**config.mk**
```make
export PLATFORM = sky130hd
export DESIGN_NAME = sph_message_handler
export DESIGN_NICKNAME = d
export VERILOG_FILES = /design/src/logic/sph_pkg.sv /design/src/logic/sph_stream_if.sv /design/src/logic/sph_fifo.sv /design/src/logic/sph_message_handler.sv
export SDC_FILE = /design/constraint.sdc
export NUM_CORES = 2
export LEC_CHECK = 0
export BUFFER_PORTS_ARGS = -buffer_cell sky130_fd_sc_hd__buf_2
export CORE_ASPECT_RATIO = 0.8
export CORE_MARGIN = 2
export CORE_UTILIZATION = 41
export CTS_BUF_LIST = sky130_fd_sc_hd__clkbuf_8
export DETAILED_ROUTE_END_ITERATION = 10
export PLACE_DENSITY_LB_ADDON = 0.12
export SYNTH_ARGS = -nofsm -noshare
export SYNTH_HDL_FRONTEND = slang
export SYNTH_HIERARCHICAL = 1
export SYNTH_SLANG_ARGS = --single-unit
```
**constraint.sdc**
```tcl
create_clock -name clock -period 14.8 [get_ports clock]
set_input_delay 2.96 -clock clock [delete_from_list [all_inputs] [get_ports clock]]
set_output_delay 2.96 -clock clock [all_outputs]
set_load 0.02 [all_outputs]
```
**src/logic/sph_pkg.sv**
```systemverilog
// shared constants and types of the service and process data message handler
package sph_pkg;
	// frame geometry
	localparam logic [3:0] SDO_FRAME_LEN = 4'h8;
	localparam logic [3:0] PDO_MAX_LEN = 4'h8;
	localparam logic [15:0] EXP_MAX_LEN = 16'h0004;
	localparam logic [15:0] SEG_BYTES = 16'h0007;
	localparam int SDO_WORD_W = 68;
	localparam int FIFO_DEPTH = 4;
	localparam int PDO_COUNT = 4;
	// command bytes
	localparam logic [7:0] CMD_WR_MASK = 8'hF3;
	localparam logic [7:0] CMD_WR_BASE = 8'h23;
	localparam logic [7:0] CMD_WR_ACK = 8'h60;
	localparam logic [7:0] CMD_ERR = 8'h80;
	localparam logic [7:0] CMD_RD_REQ = 8'h40;
	localparam logic [7:0] CMD_RD_BASE = 8'h43;
	localparam logic [7:0] CMD_RD_LONG = 8'h41;
	localparam logic [7:0] CMD_SEG_REQ = 8'h60;
	localparam logic [7:0] TOGGLE_MASK = 8'h10;
	localparam int LEN_POS = 2;
	// identifier layout: function code in bits 10:7, node in bits 6:0
	localparam logic [10:0] COB_SYNC = 11'h080;
	localparam logic [3:0] FC_SDO_RX = 4'hC;
	localparam logic [3:0] FC_SDO_TX = 4'hB;
	localparam logic [3:0] FC_RPDO_FIRST = 4'h4;
	localparam logic [3:0] FC_TPDO_FIRST = 4'h3;
	localparam logic [6:0] NODE_NONE = 7'h00;
	// transmission type objects
	localparam logic [15:0] RPDO_PARAM = 16'h1400;
	localparam logic [15:0] TPDO_PARAM = 16'h1800;
	localparam logic [7:0] TT_SUB = 8'h02;
	localparam logic [7:0] TT_RESET = 8'hFF;
	localparam logic [7:0] TT_SYNC_MAX = 8'hF0;

	typedef enum logic [2:0] {
		SPH_IDLE = 3'b001,
		SPH_ACCESS = 3'b010,
		SPH_SEND = 3'b100
	} sph_state_t;
endpackage

```
**src/logic/sph_stream_if.sv**
```systemverilog
// valid/ready word stream between the handler and its request queue
`timescale 1ns/1ps
interface sph_stream_if #(parameter int W = 68);
	logic valid;
	logic ready;
	logic [W-1:0] data;
	modport source(output valid, output data, input ready);
	modport sink(input valid, input data, output ready);
endinterface

```
**src/logic/sph_fifo.sv**
```systemverilog
// small flip-flop queue with valid/ready on both sides
`timescale 1ns/1ps
module sph_fifo #(
	parameter int WIDTH = 68,
	parameter int DEPTH = 4
) (
	// clock and reset
	input wire logic clock,
	input wire logic reset,
	// streams
	sph_stream_if.sink in_s,
	sph_stream_if.source out_s
);
	localparam int AW = $clog2(DEPTH);
	localparam logic [AW:0] FULL_COUNT = (AW+1)'(DEPTH);
	localparam logic [AW-1:0] LAST_PTR = AW'(DEPTH - 1);

	logic [WIDTH-1:0] mem [DEPTH];
	logic [AW-1:0] wr_ptr;
	logic [AW-1:0] rd_ptr;
	logic [AW:0] count;
	logic push;
	logic pop;

	assign in_s.ready = count != FULL_COUNT;
	assign out_s.valid = count != '0;
	assign out_s.data = mem[rd_ptr];
	assign push = in_s.valid && in_s.ready;
	assign pop = out_s.valid && out_s.ready;

	always_ff @(posedge clock) begin
		if (reset) begin
			wr_ptr <= '0;
			rd_ptr <= '0;
			count <= '0;
		end else begin
			if (push) begin
				wr_ptr <= (wr_ptr == LAST_PTR) ? '0 : wr_ptr + 1'b1;
			end
			if (pop) begin
				rd_ptr <= (rd_ptr == LAST_PTR) ? '0 : rd_ptr + 1'b1;
			end
			if (push && !pop) begin
				count <= count + 1'b1;
			end else if (pop && !push) begin
				count <= count - 1'b1;
			end
		end
	end

	// storage needs no reset; the count guards every read
	always_ff @(posedge clock) begin
		if (push) begin
			mem[wr_ptr] <= in_s.data;
		end
	end
endmodule

```
**src/logic/sph_message_handler.sv**
```systemverilog
// service and process data message handler of a field bus drive node
//
// Overview of operation
// [RULE1] expedited frames carry at most four data bytes; longer values go segmented
// [RULE2] long values are delivered in successive segments of seven data bytes
// [RULE3] frame layout: command byte, 16-bit index, subindex, up to four data bytes
// [RULE4] command byte encodes message type and number of valid data bytes
// [RULE5] index and numeric data travel least significant byte first
// [RULE6] client writes with index, subindex, length in command, and value
// [RULE7] write request commands 23, 27, 2B, 2F mean four, three, two, one bytes
// [RULE8] good write answered with 60, echoing index and subindex, no data
// [RULE9] any request that cannot be evaluated gets an error answer with 80
// [RULE10] client reads with command 40 whatever the expected length
// [RULE11] read answer echoes index, subindex; 43, 47, 4B, 4F for 4..1 bytes
// [RULE12] bytes beyond the valid length are undefined and ignored
// [RULE13] objects over four bytes answer the first read with 41 and total length
// [RULE14] segment requests and answers carry a toggle, zero first, then alternating
// [RULE15] client keeps requesting segments until the last one is marked
// [RULE16] last segment answer gives the remaining byte count and ends the transfer
// [RULE17] process data frames carry one to eight mapped bytes
// [RULE18] process data goes out with no acknowledgement awaited
// [RULE19] synchronous received process data waits for the next sync message
// [RULE20] event-driven received process data takes effect at once
// [RULE21] each process data object keeps its own transmission type at subindex 2
// [RULE22] node identifier is seven bits, 1 to 127; zero means broadcast; the handler takes only sync 080 for node zero, unaddressed with zero strapped
// [RULE23] every service data frame is exactly eight bytes long
// [RULE24] toggle sits at command bit 4 and each answer echoes the request's toggle
// [RULE25] one answer per service request, requests handled in arrival order
`timescale 1ns/1ps
module sph_message_handler #(
	parameter logic [31:0] ABORT_CODE = 32'h0000_0000
) (
	// clock and reset
	input wire logic clock,
	input wire logic reset,
	// node address strap
	input wire logic [6:0] node_id,
	output logic node_id_valid,
	// frames from the bus controller
	input wire logic rx_valid,
	output logic rx_ready,
	input wire logic [10:0] rx_cob,
	input wire logic [3:0] rx_len,
	input wire logic [63:0] rx_data,
	// frames to the bus controller
	output logic tx_valid,
	input wire logic tx_ready,
	output logic [10:0] tx_cob,
	output logic [3:0] tx_len,
	output logic [63:0] tx_data,
	// object dictionary access
	output logic od_req,
	output logic od_write,
	output logic [15:0] od_index,
	output logic [7:0] od_sub,
	output logic [15:0] od_offset,
	output logic [31:0] od_wdata,
	output logic [2:0] od_wlen,
	input wire logic od_ack,
	input wire logic od_err,
	input wire logic [55:0] od_rdata,
	input wire logic [15:0] od_rlen,
	// received process data, applied
	output logic rpdo_apply,
	output logic [1:0] rpdo_num,
	output logic [3:0] rpdo_len,
	output logic [63:0] rpdo_data,
	// process data to send
	input wire logic tpdo_valid,
	output logic tpdo_ready,
	input wire logic [1:0] tpdo_num,
	input wire logic [3:0] tpdo_len,
	input wire logic [63:0] tpdo_data
);
	function automatic logic [63:0] sph_mask(input logic [63:0] d, input logic [3:0] len);
		logic [63:0] m;
		m = '0;
		for (int i = 0; i < 8; i++) begin
			if (4'(i) < len) begin
				m[i*8 +: 8] = 8'hFF;
			end
		end
		return d & m;
	endfunction

	// node address, caught through two flops
	logic [6:0] node_meta;
	logic [6:0] node_r;
	logic node_ok;

	always_ff @(posedge clock) begin
		if (reset) begin
			node_meta <= sph_pkg::NODE_NONE;
			node_r <= sph_pkg::NODE_NONE;
		end else begin
			node_meta <= node_id;
			node_r <= node_meta;
		end
	end

	assign node_ok = node_r != sph_pkg::NODE_NONE; // RULE22
	assign node_id_valid = node_ok;

	// receive classification
	logic [3:0] rx_fc;
	logic [3:0] rx_pidx;
	logic rx_mine;
	logic rx_sync;
	logic rx_sdo;
	logic rx_rpdo;
	logic [1:0] rx_num;

	assign rx_fc = rx_cob[10:7];
	assign rx_pidx = rx_fc - sph_pkg::FC_RPDO_FIRST;
	assign rx_num = rx_pidx[2:1];
	// unaddressed until a node number is strapped
	assign rx_mine = node_ok && rx_cob[6:0] == node_r; // RULE22
	assign rx_sync = rx_valid && rx_cob == sph_pkg::COB_SYNC;
	assign rx_sdo = rx_valid && rx_mine && rx_fc == sph_pkg::FC_SDO_RX;
	assign rx_rpdo = rx_valid && rx_mine && rx_fc >= sph_pkg::FC_RPDO_FIRST
		&& !rx_pidx[3] && !rx_pidx[0];

	// service requests queue up; only they can be stalled
	sph_stream_if #(.W(sph_pkg::SDO_WORD_W)) rx_q ();
	sph_stream_if #(.W(sph_pkg::SDO_WORD_W)) sdo_q ();

	sph_fifo #(.WIDTH(sph_pkg::SDO_WORD_W), .DEPTH(sph_pkg::FIFO_DEPTH)) sph_fifo_i (
		.clock(clock),
		.reset(reset),
		.in_s(rx_q),
		.out_s(sdo_q)
	);

	assign rx_q.valid = rx_sdo;
	assign rx_q.data = {rx_len, rx_data};
	assign rx_ready = rx_sdo ? rx_q.ready : 1'b1;

	// transmission types
	logic [7:0] tt_rx [sph_pkg::PDO_COUNT];
	logic [7:0] tt_tx [sph_pkg::PDO_COUNT];

	// queued request fields
	sph_pkg::sph_state_t state;
	logic [3:0] f_len;
	logic [7:0] f_cmd;
	logic [15:0] f_idx;
	logic [7:0] f_sub;
	logic [31:0] f_val;
	logic f_is_rx;
	logic f_tt;
	logic f_wr;
	logic f_rd;
	logic f_seg;
	logic f_tog;
	logic [7:0] f_tt_val;
	logic tt_wr;

	assign f_len = sdo_q.data[67:64]; // RULE23
	assign f_cmd = sdo_q.data[7:0]; // RULE3
	assign f_idx = sdo_q.data[23:8]; // RULE5
	assign f_sub = sdo_q.data[31:24];
	assign f_val = sdo_q.data[63:32];
	assign f_is_rx = f_idx[15:2] == sph_pkg::RPDO_PARAM[15:2];
	assign f_tt = f_sub == sph_pkg::TT_SUB
		&& (f_is_rx || f_idx[15:2] == sph_pkg::TPDO_PARAM[15:2]); // RULE21
	assign f_wr = (f_cmd & sph_pkg::CMD_WR_MASK) == sph_pkg::CMD_WR_BASE; // RULE7
	assign f_rd = f_cmd == sph_pkg::CMD_RD_REQ; // RULE10
	assign f_seg = (f_cmd & ~sph_pkg::TOGGLE_MASK) == sph_pkg::CMD_SEG_REQ;
	assign f_tog = |(f_cmd & sph_pkg::TOGGLE_MASK); // RULE24
	assign f_tt_val = f_is_rx ? tt_rx[f_idx[1:0]] : tt_tx[f_idx[1:0]];
	assign sdo_q.ready = state == sph_pkg::SPH_IDLE; // RULE25
	assign tt_wr = sdo_q.valid && sdo_q.ready && f_len == sph_pkg::SDO_FRAME_LEN
		&& f_wr && f_tt;

	always_ff @(posedge clock) begin
		if (reset) begin
			for (int i = 0; i < sph_pkg::PDO_COUNT; i++) begin
				tt_rx[i] <= sph_pkg::TT_RESET;
				tt_tx[i] <= sph_pkg::TT_RESET;
			end
		end else if (tt_wr) begin
			if (f_is_rx) begin
				tt_rx[f_idx[1:0]] <= f_val[7:0]; // RULE21
			end else begin
				tt_tx[f_idx[1:0]] <= f_val[7:0]; // RULE21
			end
		end
	end

	// received process data
	logic [63:0] rp_data [sph_pkg::PDO_COUNT];
	logic [3:0] rp_len [sph_pkg::PDO_COUNT];
	logic [3:0] rp_pend;
	logic [3:0] rp_due;
	logic rp_take;
	logic rp_sync_type;
	logic [3:0] rp_bit;
	logic ap_hit;
	logic [1:0] ap_sel;
	logic [3:0] ap_clear;

	assign rp_take = rx_rpdo && rx_len != 4'h0 && rx_len <= sph_pkg::PDO_MAX_LEN; // RULE17
	assign rp_sync_type = tt_rx[rx_num] <= sph_pkg::TT_SYNC_MAX;
	assign rp_bit = rp_take ? 4'h1 << rx_num : 4'h0;

	always_comb begin
		ap_hit = 1'b0;
		ap_sel = 2'h0;
		for (int i = sph_pkg::PDO_COUNT - 1; i >= 0; i--) begin
			if (rp_due[i]) begin
				ap_hit = 1'b1;
				ap_sel = 2'(i);
			end
		end
	end

	assign ap_clear = ap_hit ? 4'h1 << ap_sel : 4'h0;

	// a new arrival sets its flag after the clear, so it is never lost
	always_ff @(posedge clock) begin
		if (reset) begin
			rp_pend <= 4'h0;
			rp_due <= 4'h0;
		end else begin
			rp_pend <= (rx_sync ? 4'h0 : rp_pend) | (rp_sync_type ? rp_bit : 4'h0); // RULE19
			rp_due <= (rp_due & ~ap_clear) | (rx_sync ? rp_pend : 4'h0)
				| (rp_sync_type ? 4'h0 : rp_bit); // RULE20
		end
	end

	always_ff @(posedge clock) begin
		if (rp_take) begin
			rp_data[rx_num] <= sph_mask(rx_data, rx_len); // RULE12
			rp_len[rx_num] <= rx_len;
		end
	end

	always_ff @(posedge clock) begin
		if (reset) begin
			rpdo_apply <= 1'b0;
			rpdo_num <= 2'h0;
			rpdo_len <= 4'h0;
			rpdo_data <= 64'h0;
		end else begin
			rpdo_apply <= ap_hit;
			if (ap_hit) begin
				rpdo_num <= ap_sel;
				rpdo_len <= rp_len[ap_sel];
				rpdo_data <= rp_data[ap_sel];
			end
		end
	end

	// process data to send, held one deep
	logic tp_full;
	logic tp_armed;
	logic [1:0] tp_num;
	logic [3:0] tp_len;
	logic [63:0] tp_data;
	logic tp_take;
	logic tp_go;
	logic slot_free;
	logic tp_sent;
	logic sdo_sent;

	assign tpdo_ready = !tp_full;
	assign tp_take = tpdo_valid && !tp_full;
	assign tp_go = tp_full && tp_armed;
	assign slot_free = !tx_valid || tx_ready;
	// process data goes first: it is the time-critical traffic
	assign tp_sent = slot_free && tp_go;
	assign sdo_sent = slot_free && !tp_go && state == sph_pkg::SPH_SEND;

	always_ff @(posedge clock) begin
		if (reset) begin
			tp_full <= 1'b0;
			tp_armed <= 1'b0;
		end else if (tp_take) begin
			tp_full <= tpdo_len != 4'h0 && tpdo_len <= sph_pkg::PDO_MAX_LEN; // RULE17
			tp_armed <= tt_tx[tpdo_num] > sph_pkg::TT_SYNC_MAX; // RULE21
		end else begin
			if (rx_sync) begin
				tp_armed <= 1'b1;
			end
			if (tp_sent) begin
				tp_full <= 1'b0; // RULE18
			end
		end
	end

	always_ff @(posedge clock) begin
		if (tp_take) begin
			tp_num <= tpdo_num;
			tp_len <= tpdo_len;
			tp_data <= sph_mask(tpdo_data, tpdo_len); // RULE12
		end
	end

	// answer being built
	logic [7:0] resp_cmd;
	logic [55:0] resp_data;

	always_ff @(posedge clock) begin
		if (reset) begin
			tx_valid <= 1'b0;
			tx_cob <= 11'h000;
			tx_len <= 4'h0;
			tx_data <= 64'h0;
		end else if (tp_sent) begin
			tx_valid <= 1'b1;
			tx_cob <= {sph_pkg::FC_TPDO_FIRST + {1'b0, tp_num, 1'b0}, node_r};
			tx_len <= tp_len; // RULE17
			tx_data <= tp_data;
		end else if (sdo_sent) begin
			tx_valid <= 1'b1;
			tx_cob <= {sph_pkg::FC_SDO_TX, node_r};
			tx_len <= sph_pkg::SDO_FRAME_LEN; // RULE23
			tx_data <= {resp_data, resp_cmd}; // RULE3
		end else if (tx_ready) begin
			tx_valid <= 1'b0;
		end
	end

	// service data engine
	logic acc_seg;
	logic seg_active;
	logic seg_tog;
	logic [15:0] seg_idx;
	logic [7:0] seg_sub;
	logic [15:0] seg_off;
	logic [15:0] seg_total;
	logic [15:0] seg_rem;
	logic seg_last;
	logic [2:0] seg_n;
	logic [7:0] seg_cmd;
	logic [1:0] rd_code;

	assign seg_rem = seg_total - seg_off;
	assign seg_last = seg_rem <= sph_pkg::SEG_BYTES; // RULE16
	assign seg_n = seg_last ? seg_rem[2:0] : sph_pkg::SEG_BYTES[2:0]; // RULE2
	assign seg_cmd = (seg_tog ? sph_pkg::TOGGLE_MASK : 8'h00)
		| {4'h0, sph_pkg::SEG_BYTES[2:0] - seg_n, seg_last}; // RULE24
	assign rd_code = 2'(sph_pkg::EXP_MAX_LEN - od_rlen);

	always_ff @(posedge clock) begin
		if (reset) begin
			state <= sph_pkg::SPH_IDLE;
			od_req <= 1'b0;
			od_write <= 1'b0;
			od_index <= 16'h0000;
			od_sub <= 8'h00;
			od_offset <= 16'h0000;
			od_wdata <= 32'h0000_0000;
			od_wlen <= 3'h0;
			acc_seg <= 1'b0;
			seg_active <= 1'b0;
			seg_tog <= 1'b0;
			seg_idx <= 16'h0000;
			seg_sub <= 8'h00;
			seg_off <= 16'h0000;
			seg_total <= 16'h0000;
			resp_cmd <= 8'h00;
			resp_data <= 56'h0;
		end else begin
			case (state)
			sph_pkg::SPH_IDLE: begin
				if (sdo_q.valid) begin
					od_index <= f_idx;
					od_sub <= f_sub;
					od_wdata <= f_val;
					od_wlen <= 3'(sph_pkg::EXP_MAX_LEN) - {1'b0, f_cmd[sph_pkg::LEN_POS +: 2]}; // RULE4
					od_offset <= 16'h0000;
					od_write <= f_wr;
					acc_seg <= 1'b0;
					if (f_len != sph_pkg::SDO_FRAME_LEN) begin
						resp_cmd <= sph_pkg::CMD_ERR; // RULE23
						resp_data <= {ABORT_CODE, f_sub, f_idx};
						seg_active <= 1'b0;
						state <= sph_pkg::SPH_SEND;
					end else if (f_wr && f_tt) begin
						resp_cmd <= sph_pkg::CMD_WR_ACK; // RULE8
						resp_data <= {32'h0000_0000, f_sub, f_idx};
						seg_active <= 1'b0;
						state <= sph_pkg::SPH_SEND;
					end else if (f_rd && f_tt) begin
						resp_cmd <= sph_pkg::CMD_RD_BASE | {4'h0, 2'h3, 2'h0}; // RULE11
						resp_data <= {24'h000000, f_tt_val, f_sub, f_idx};
						seg_active <= 1'b0;
						state <= sph_pkg::SPH_SEND;
					end else if (f_wr || f_rd) begin
						od_req <= 1'b1; // RULE6
						seg_active <= 1'b0;
						state <= sph_pkg::SPH_ACCESS;
					end else if (f_seg && seg_active && f_tog == seg_tog) begin
						od_req <= 1'b1; // RULE14
						od_write <= 1'b0;
						od_index <= seg_idx;
						od_sub <= seg_sub;
						od_offset <= seg_off;
						acc_seg <= 1'b1;
						state <= sph_pkg::SPH_ACCESS;
					end else begin
						resp_cmd <= sph_pkg::CMD_ERR; // RULE9
						resp_data <= {ABORT_CODE, f_sub, f_idx};
						seg_active <= 1'b0;
						state <= sph_pkg::SPH_SEND;
					end
				end
			end
			sph_pkg::SPH_ACCESS: begin
				if (od_ack) begin
					od_req <= 1'b0;
					state <= sph_pkg::SPH_SEND;
					if (od_err || (!od_write && !acc_seg && od_rlen == 16'h0000)) begin
						resp_cmd <= sph_pkg::CMD_ERR; // RULE9
						resp_data <= {ABORT_CODE, od_sub, od_index};
						seg_active <= 1'b0;
					end else if (od_write) begin
						resp_cmd <= sph_pkg::CMD_WR_ACK; // RULE8
						resp_data <= {32'h0000_0000, od_sub, od_index};
					end else if (acc_seg) begin
						resp_cmd <= seg_cmd; // RULE16
						resp_data <= od_rdata; // RULE2
						seg_off <= seg_off + sph_pkg::SEG_BYTES;
						seg_tog <= ~seg_tog; // RULE14
						seg_active <= !seg_last; // RULE15
					end else if (od_rlen > sph_pkg::EXP_MAX_LEN) begin
						resp_cmd <= sph_pkg::CMD_RD_LONG; // RULE13
						resp_data <= {16'h0000, od_rlen, od_sub, od_index}; // RULE5
						seg_active <= 1'b1;
						seg_tog <= 1'b0;
						seg_idx <= od_index;
						seg_sub <= od_sub;
						seg_off <= 16'h0000;
						seg_total <= od_rlen;
					end else begin
						resp_cmd <= sph_pkg::CMD_RD_BASE | {4'h0, rd_code, 2'h0}; // RULE11
						resp_data <= {od_rdata[31:0], od_sub, od_index}; // RULE1
					end
				end
			end
			sph_pkg::SPH_SEND: begin
				if (sdo_sent) begin
					state <= sph_pkg::SPH_IDLE; // RULE25
				end
			end
			default: begin
				state <= sph_pkg::SPH_IDLE;
			end
			endcase
		end
	end
endmodule

```
# Word level (Yosys, flattened, before mapping)
# Memory sizes are Yosys's and may differ from the RTL's. A register that Yosys moved wholly into a read port is not among the register bits.
# Index checks and enable logic that the tools add are counted.
[totals]
ff_bits = 387
latchBits = 0
ram_bits = 608
mem_bits_ro = 0
inputBits = 235
output_inout_bits = 231
wordCells = 353
mem_count = 5
[memory_table]
columns = ["memory", "depth", "word_bits", "rd", "rd_clocked_by_memory_dff", "wr", "line_no", "text"]
rows = [
  ["sph_fifo_i.mem", 4, 68, 1, 1, 1, "sph_fifo.sv:18", "logic [WIDTH-1:0] mem [DEPTH];"],
  ["rp_data", 4, 64, 1, 1, 1, "sph_message_handler.sv:191", "logic [63:0] rp_data [sph_pkg::PDO_COUNT];"],
  ["tt_rx", 4, 8, 2, 0, 4, "sph_message_handler.sv:139", "logic [7:0] tt_rx [sph_pkg::PDO_COUNT];"],
  ["tt_tx", 4, 8, 2, 0, 4, "sph_message_handler.sv:140", "logic [7:0] tt_tx [sph_pkg::PDO_COUNT];"],
  ["rp_len", 4, 4, 1, 1, 1, "sph_message_handler.sv:192", "logic [3:0] rp_len [sph_pkg::PDO_COUNT];"],
]
[classes]
n_addsub = 11
n_mul = 0
n_div = 0
n_lt_le_gt_ge = 23
n_eq_ne = 30
shift = 2
muxes = 171
bitwise_logic = 12
reduce_logical = 64
[ops]
columns = ["cell", "count"]
rows = [
  ["$mux W56", 11],
  ["$mux W8", 48],
  ["$mux W16", 12],
  ["$and A64 B64 Y64", 2],
  ["$mux W64", 2],
  ["$pmux W56 S2", 1],
  ["$mux W1", 58],
  ["$mux W4", 9],
  ["$mux W3", 11],
  ["$lt A3 B4 Y1 const A", 8],
  ["$logic_and A1 B1 Y1", 29],
  ["$eq A14 B11 Y1 const B", 2],
  ["$mux W11", 2],
  ["$mux W2", 10],
  ["$add A16 B3 Y16 const B", 1],
  ["$gt A16 B3 Y1 const B", 1],
  ["$le A16 B3 Y1 const B", 1],
  ["$logic_not A16 Y1", 1],
  ["$lt A1 B4 Y1 const A", 4],
  ["$lt A2 B4 Y1 const A", 4],
  ["$pmux W8 S2", 1],
  ["$reduce_or A8 Y1", 2],
  ["$sub A16 B16 Y16", 1],
  ["$mux W7", 2],
  ["50 further kinds", 90],
]

# Depth between registers and ports, before layout
[depth]
word_depth = 11
mapped_depth = 13
depth_no_buf = 11

# By module
# Netlist, hierarchy kept.
[by_module_without_submodules]
columns = ["mod", "n_inst", "cells_each", "area_each_um2"]
rows = [
  ["sph_message_handler", 1, 2907, 32304.7],
  ["sph_fifo", 1, 404, 10283.6],
]

# Worst setup path after synthesis
# No wires, ideal clock.
[synth_path]
path_type = "input-to-reg"
from = "input rx_cob[0]"
to = "register rp_due[0]"
arrival_time_ns = 7.354
required_ns = 14.720
setup_slack_ns = 7.367
cell_stages = 8
path_cell_list = "xor2_1 > nor4_1 > nand3_1 > nor4_1 > nand2_1 > nor2_1 > a22oi_1 > nor2_1"
[synth_between]
elab_chain_len = 11
word_cells_on_any_way = 15
cone_classes = "eq/ne: 2; mux: 3; bitwise: 2; reduce/logical: 8"
[synth_lines]
columns = ["element", "line_no", "text"]
rows = [
  ["start: declaration", "sph_message_handler.sv:42", "input wire logic [10:0] rx_cob,"],
  ["$eq A7 B7 Y1", "sph_message_handler.sv:117", "assign rx_mine = node_ok && rx_cob[6:0] == node_r;"],
  ["$logic_and A1 B1 Y1", "sph_message_handler.sv:117", ""],
  ["$logic_and A1 B1 Y1 (2 in series)", "sph_message_handler.sv:120", "assign rx_rpdo = rx_valid && rx_mine && rx_fc >= sph_pkg::FC_RPDO_FIRST"],
  ["$logic_and A1 B1 Y1 (2 in series)", "sph_message_handler.sv:121", "&& !rx_pidx[3] && !rx_pidx[0];"],
  ["$logic_and A1 B1 Y1 (2 in series)", "sph_message_handler.sv:202", "assign rp_take = rx_rpdo && rx_len != 4'h0 && rx_len <= sph_pkg::PDO_MAX_LEN;"],
  ["$mux W4", "sph_message_handler.sv:204", "assign rp_bit = rp_take ? 4'h1 << rx_num : 4'h0;"],
  ["$mux W4", "sph_message_handler.sv:227", "| (rp_sync_type ? 4'h0 : rp_bit);"],
  ["$or A4 B4 Y4 (*)", "sph_message_handler.sv:227", ""],
  ["end signal: assignment", "sph_message_handler.sv:226", "rp_due <= (rp_due & ~ap_clear) | (rx_sync ? rp_pend : 4'h0)"],
  ["end: declaration", "sph_message_handler.sv:194", "logic [3:0] rp_due;"],
]
# Every way passes the cells marked *; elsewhere a longest branch is shown, timed or not.
# A chain may end at the register's enable or synchronous reset.

# Worst setup path in the final report
[layout_path]
from = "input rx_cob[0]"
to = "output rx_ready"
[layout_between]
elab_chain_len = 5
[layout_lines]
columns = ["element", "line_no", "text"]
rows = [
  ["$eq A7 B7 Y1", "sph_message_handler.sv:117", ""],
  ["$logic_and A1 B1 Y1", "sph_message_handler.sv:117", ""],
  ["$logic_and A1 B1 Y1 (2 in series)", "sph_message_handler.sv:119", "assign rx_sdo = rx_valid && rx_mine && rx_fc == sph_pkg::FC_SDO_RX;"],
  ["net rx_q.valid", "sph_stream_if.sv:4", "logic valid;"],
  ["$mux W1", "sph_message_handler.sv:136", "assign rx_ready = rx_sdo ? rx_q.ready : 1'b1;"],
  ["end: declaration", "sph_message_handler.sv:41", "output logic rx_ready,"],
]
# The timed path passes the listed nets, and every way through them passes these cells.

==> flow_summary.rst <==
.. list-table::
   :header-rows: 1

   * - Metric
     - Value
   * - Final TNS setup
     - 0 ps
   * - Area Overhead vs Synth
     - 16.57%
   * - Hold Slack
     - 426.3 ps
   * - First-pass iteration count of the detailed router
     - 5
   * - Critical path data arrival time
     - 4680 ps
   * - Count of buffers added by post-CTS timing repair for setup
     - 0
   * - Classification of the worst-slack hold path
     - reg2reg
   * - Number of fill cells
     - 9440
   * - Setup crit start kind
     - input pin
   * - DRC violations left
     - 0
   * - Result of the run
     - finished clean
   * - Hold violation total from the final report
     - 0
   * - Clock transition at the registers of the reported paths
     - 60 ps
   * - Type of element capturing the critical path
     - primary output
   * - Rows
     - 105
   * - Largest fanout on the critical path
     - 7
   * - Hold-fix buffers, CTS
     - 0
   * - Share of post-route cells with drive strength above 1
     - 22.65%
   * - Category of the critical setup timing path
     - in2out
   * - Total routing usage reported by global routing
     - 23.20%
   * - Number of CTS-inserted buffers
     - 173
   * - Number of synthesized flops with an enable pin
     - 678
   * - Synth top area cells
     - edfxtp_1 48%, dfxtp_1 18%, mux4_2 4.4%
   * - Core area
     - 102700 sq um
   * - Die width
     - 364.3 microns
   * - Fmax
     - 130.9 MHz
   * - Final Routed Wirelength
     - 126.0 mm
   * - Top flip-flop cell by instance count after synthesis
     - edfxtp_1
   * - Clock latency reported for the late side of the worst-skew pair
     - 860 ps
   * - Antenna violations before repair
     - 15
   * - GPL Wtd Cong
     - 0.8747
   * - Shortest period the worst path allows
     - 7641 ps
   * - Slowest Stage Delay on Critical Path
     - 320 ps
   * - Mapped Avg Cell Area
     - 12.86 sq um
   * - Layout net count
     - 4050
   * - Clock Tree Root
     - clkbuf_8
   * - Total count of max-transition violations in the final report
     - 0
   * - Leak pwr
     - 18.05 nW
   * - Share of synthesized area occupied by flip-flops and latches
     - 66.00%
   * - Cell occurring most often along the worst timing path
     - buf_2
   * - Maximum number of buffers from clock root to sink
     - 3
   * - Library cells used by synthesis
     - 83
   * - Wire per inst
     - 23.63 microns
   * - Max-Slew Margin vs Limit
     - 15.96%
   * - Post-Synthesis Cell Area
     - 42590 sq um
   * - Final critical-path share of the clock period
     - 51.63%
   * - Total power per unit cell area
     - 142.5 nW/um^2
   * - Number of gates resized after CTS
     - 0
   * - Peak ir drop on the vdd network
     - 106.4 uV
   * - Remaining antenna violation count after routing
     - 0
   * - Share of the core filled with cells
     - 48.32%
   * - Starting density of the core
     - 41.45%
   * - # Max-Cap Violations
     - 0
   * - Maximum number of pins on one net before global-route repair
     - 178
   * - Vias in the first global route
     - 27310
   * - CP required
     - 11840 ps
   * - Net Count, Synth
     - 3575
   * - Slowest stage cell on the critical path
     - nor4_1
   * - Number of vias after detailed routing
     - 28710
   * - Unrepaired setup endpoints after global routing
     - false
   * - Vias/cell
     - 5.383
   * - Clock tree from TritonCTS
     - built
   * - Cell breakdown of the critical path
     - buf_2, xor2_1, nor4_1, nand3_1, nor3b_1, buf_4, nand2b_1, buf_2
   * - GR Overflow Total
     - 0
   * - Area fraction of the dominant cell type after synthesis
     - 47.81%
   * - Number of levels the H-tree was split into
     - 4
   * - Y dimension of the die
     - 292.3 microns
   * - Skew final
     - 40.93 ps
   * - Measured slew at the worst slew-check pin
     - 1247 ps
   * - Commonest non-fill, non-tap cell in the layout
     - edfxtp_1
   * - Finish-stage setup viols
     - 0
   * - Most frequent cells in the layout
     - 678 x edfxtp_1, 465 x nand2_1, 464 x buf_2
   * - Critical path launch point
     - rx_cob[0]
   * - Share of flip-flops with an asynchronous set or reset after synthesis
     - 0%
   * - # clock sinks
     - 1065
   * - Library cell with the largest summed area after synthesis
     - edfxtp_1
   * - Reg2Reg Setup Slack
     - 9540 ps
   * - Post-synthesis register bit count
     - 1065
   * - DRC marker count from the first detailed-route iteration
     - 2355
   * - Die area
     - 106500 sq um
   * - Global-route wire length before repair
     - 182.4 mm
   * - Final HPWL DP
     - 83.31 mm
   * - IO buf count
     - 465
   * - Syn Inst Count
     - 3311
   * - Boundary Pins
     - 466
   * - Beginning of the worst hold path
     - node_meta[4]
   * - Synth warnings
     - 6
area by class of cell:
class / instances / area, sq um / area share (%)
tap: 1391 / 1740 / 3.506
clock buffer: 194 / 2670 / 5.378
sequential: 1065 / 28120 / 56.63
inverter: 37 / 140.1 / 0.2823
clock inverter: 128 / 646.9 / 1.303
antenna: 9 / 22.52 / 0.04536
multi-input combinational: 1995 / 13590 / 27.38
timing repair buffer: 514 / 2718 / 5.474
cell families (layout without fill, tap and decap cells):
| group | Yosys count | in the layout | synth area share [%] |
|---|---|---|---|
| adders and majority gates | 29 | 29 | 0.8872 |
| DFF | 1065 | 1065 | 66.00 |
| buffers and inverters | 251 | 873 | 2.397 |
| AOI/OAI and AO/OA | 645 | 645 | 10.43 |
| other | 0 | 9 | 0 |
| xor gates and xnor gates | 32 | 32 | 0.6581 |
| muxes | 215 | 215 | 7.521 |
| and+or+nand+nor | 1074 | 1074 | 12.11 |
layer usage:
layer	wire length [microns]	vias to the layer above	track usage (%)
li1	-	13340	-
met1	56280	14370	32.47
met2	59590	814	36.29
met3	7204	174	4.595
met4	2909	10	7.458
met5	53	-	0
flip-flops by register name, indices dropped and copies added (netlist names), 7 cells and up, named ones only:
register,cells
resp_data,56
od_offset,16
seg_sub,8
seg_idx,16
node_meta,7
tx_cob,11
od_sub,8
rpdo_data,64
rp_data,256
node_r,7
od_wdata,32
tt_tx,32
seg_off,16
sph_fifo_i/mem,272
tx_data,64
rp_len,16
tp_data,64
seg_total,16
od_index,16
tt_rx,32
resp_cmd,8
synth_stat cells, types with 8 or more instances:
cell,number
edfxtp_1,678
mux2i_1,131
and2_1,34
o21ai_0,116
and3_1,13
buf_1,9
xnor2_1,18
dfxtp_1,387
nand4_1,16
a311oi_1,65
nor2b_1,117
o211ai_1,28
mux4_2,84
a221oi_1,70
ha_1,27
a211oi_1,39
a22oi_1,10
clkbuf_1,177
nor4_1,19
a21o_1,8
nand2_1,467
inv_1,35
a21oi_1,195
nand3_1,58
or3_1,25
o211a_1,68
xor2_1,14
buf_2,21
nand2b_1,60
a31oi_1,9
nor3_1,27
nor2_1,184
final timing paths:
check | to | depth (start not counted)
worst max-delay path | rx_ready | 8
worst max register to register | tt_rx[2][4] | 9
worst min-delay path | node_r[4] | 1
worst min register to register | node_r[4] | 1
through the flow:
step / setup WS (ps) / power, mW / std cells / cell area, sq um
floorplan: 7367 / 4.230 / 3311 / 42590
global placement: 7119 / 4.704 / 5002 / 46310
detailed placement: 7118 / 4.709 / 5002 / 46310
CTS: 7107 / 7.152 / 5324 / 49620
global route: 6989 / 7.384 / 5330 / 49640
finish: 7159 / 7.076 / 5333 / 49650
power by group:
part	internal, mW	switching (mW)
registers	3.32	0.130
clock network	1.23	1.20
logic	0.387	0.806
total	4.94	2.14
worst max-delay path, delay by kind of cell:
family                 cells  cell delay [ps]
AND/OR/NAND/NOR            4             1050
buffers and inverters      3              540
XOR/XNOR                   1              130
(Power assumes the default switching activity.)
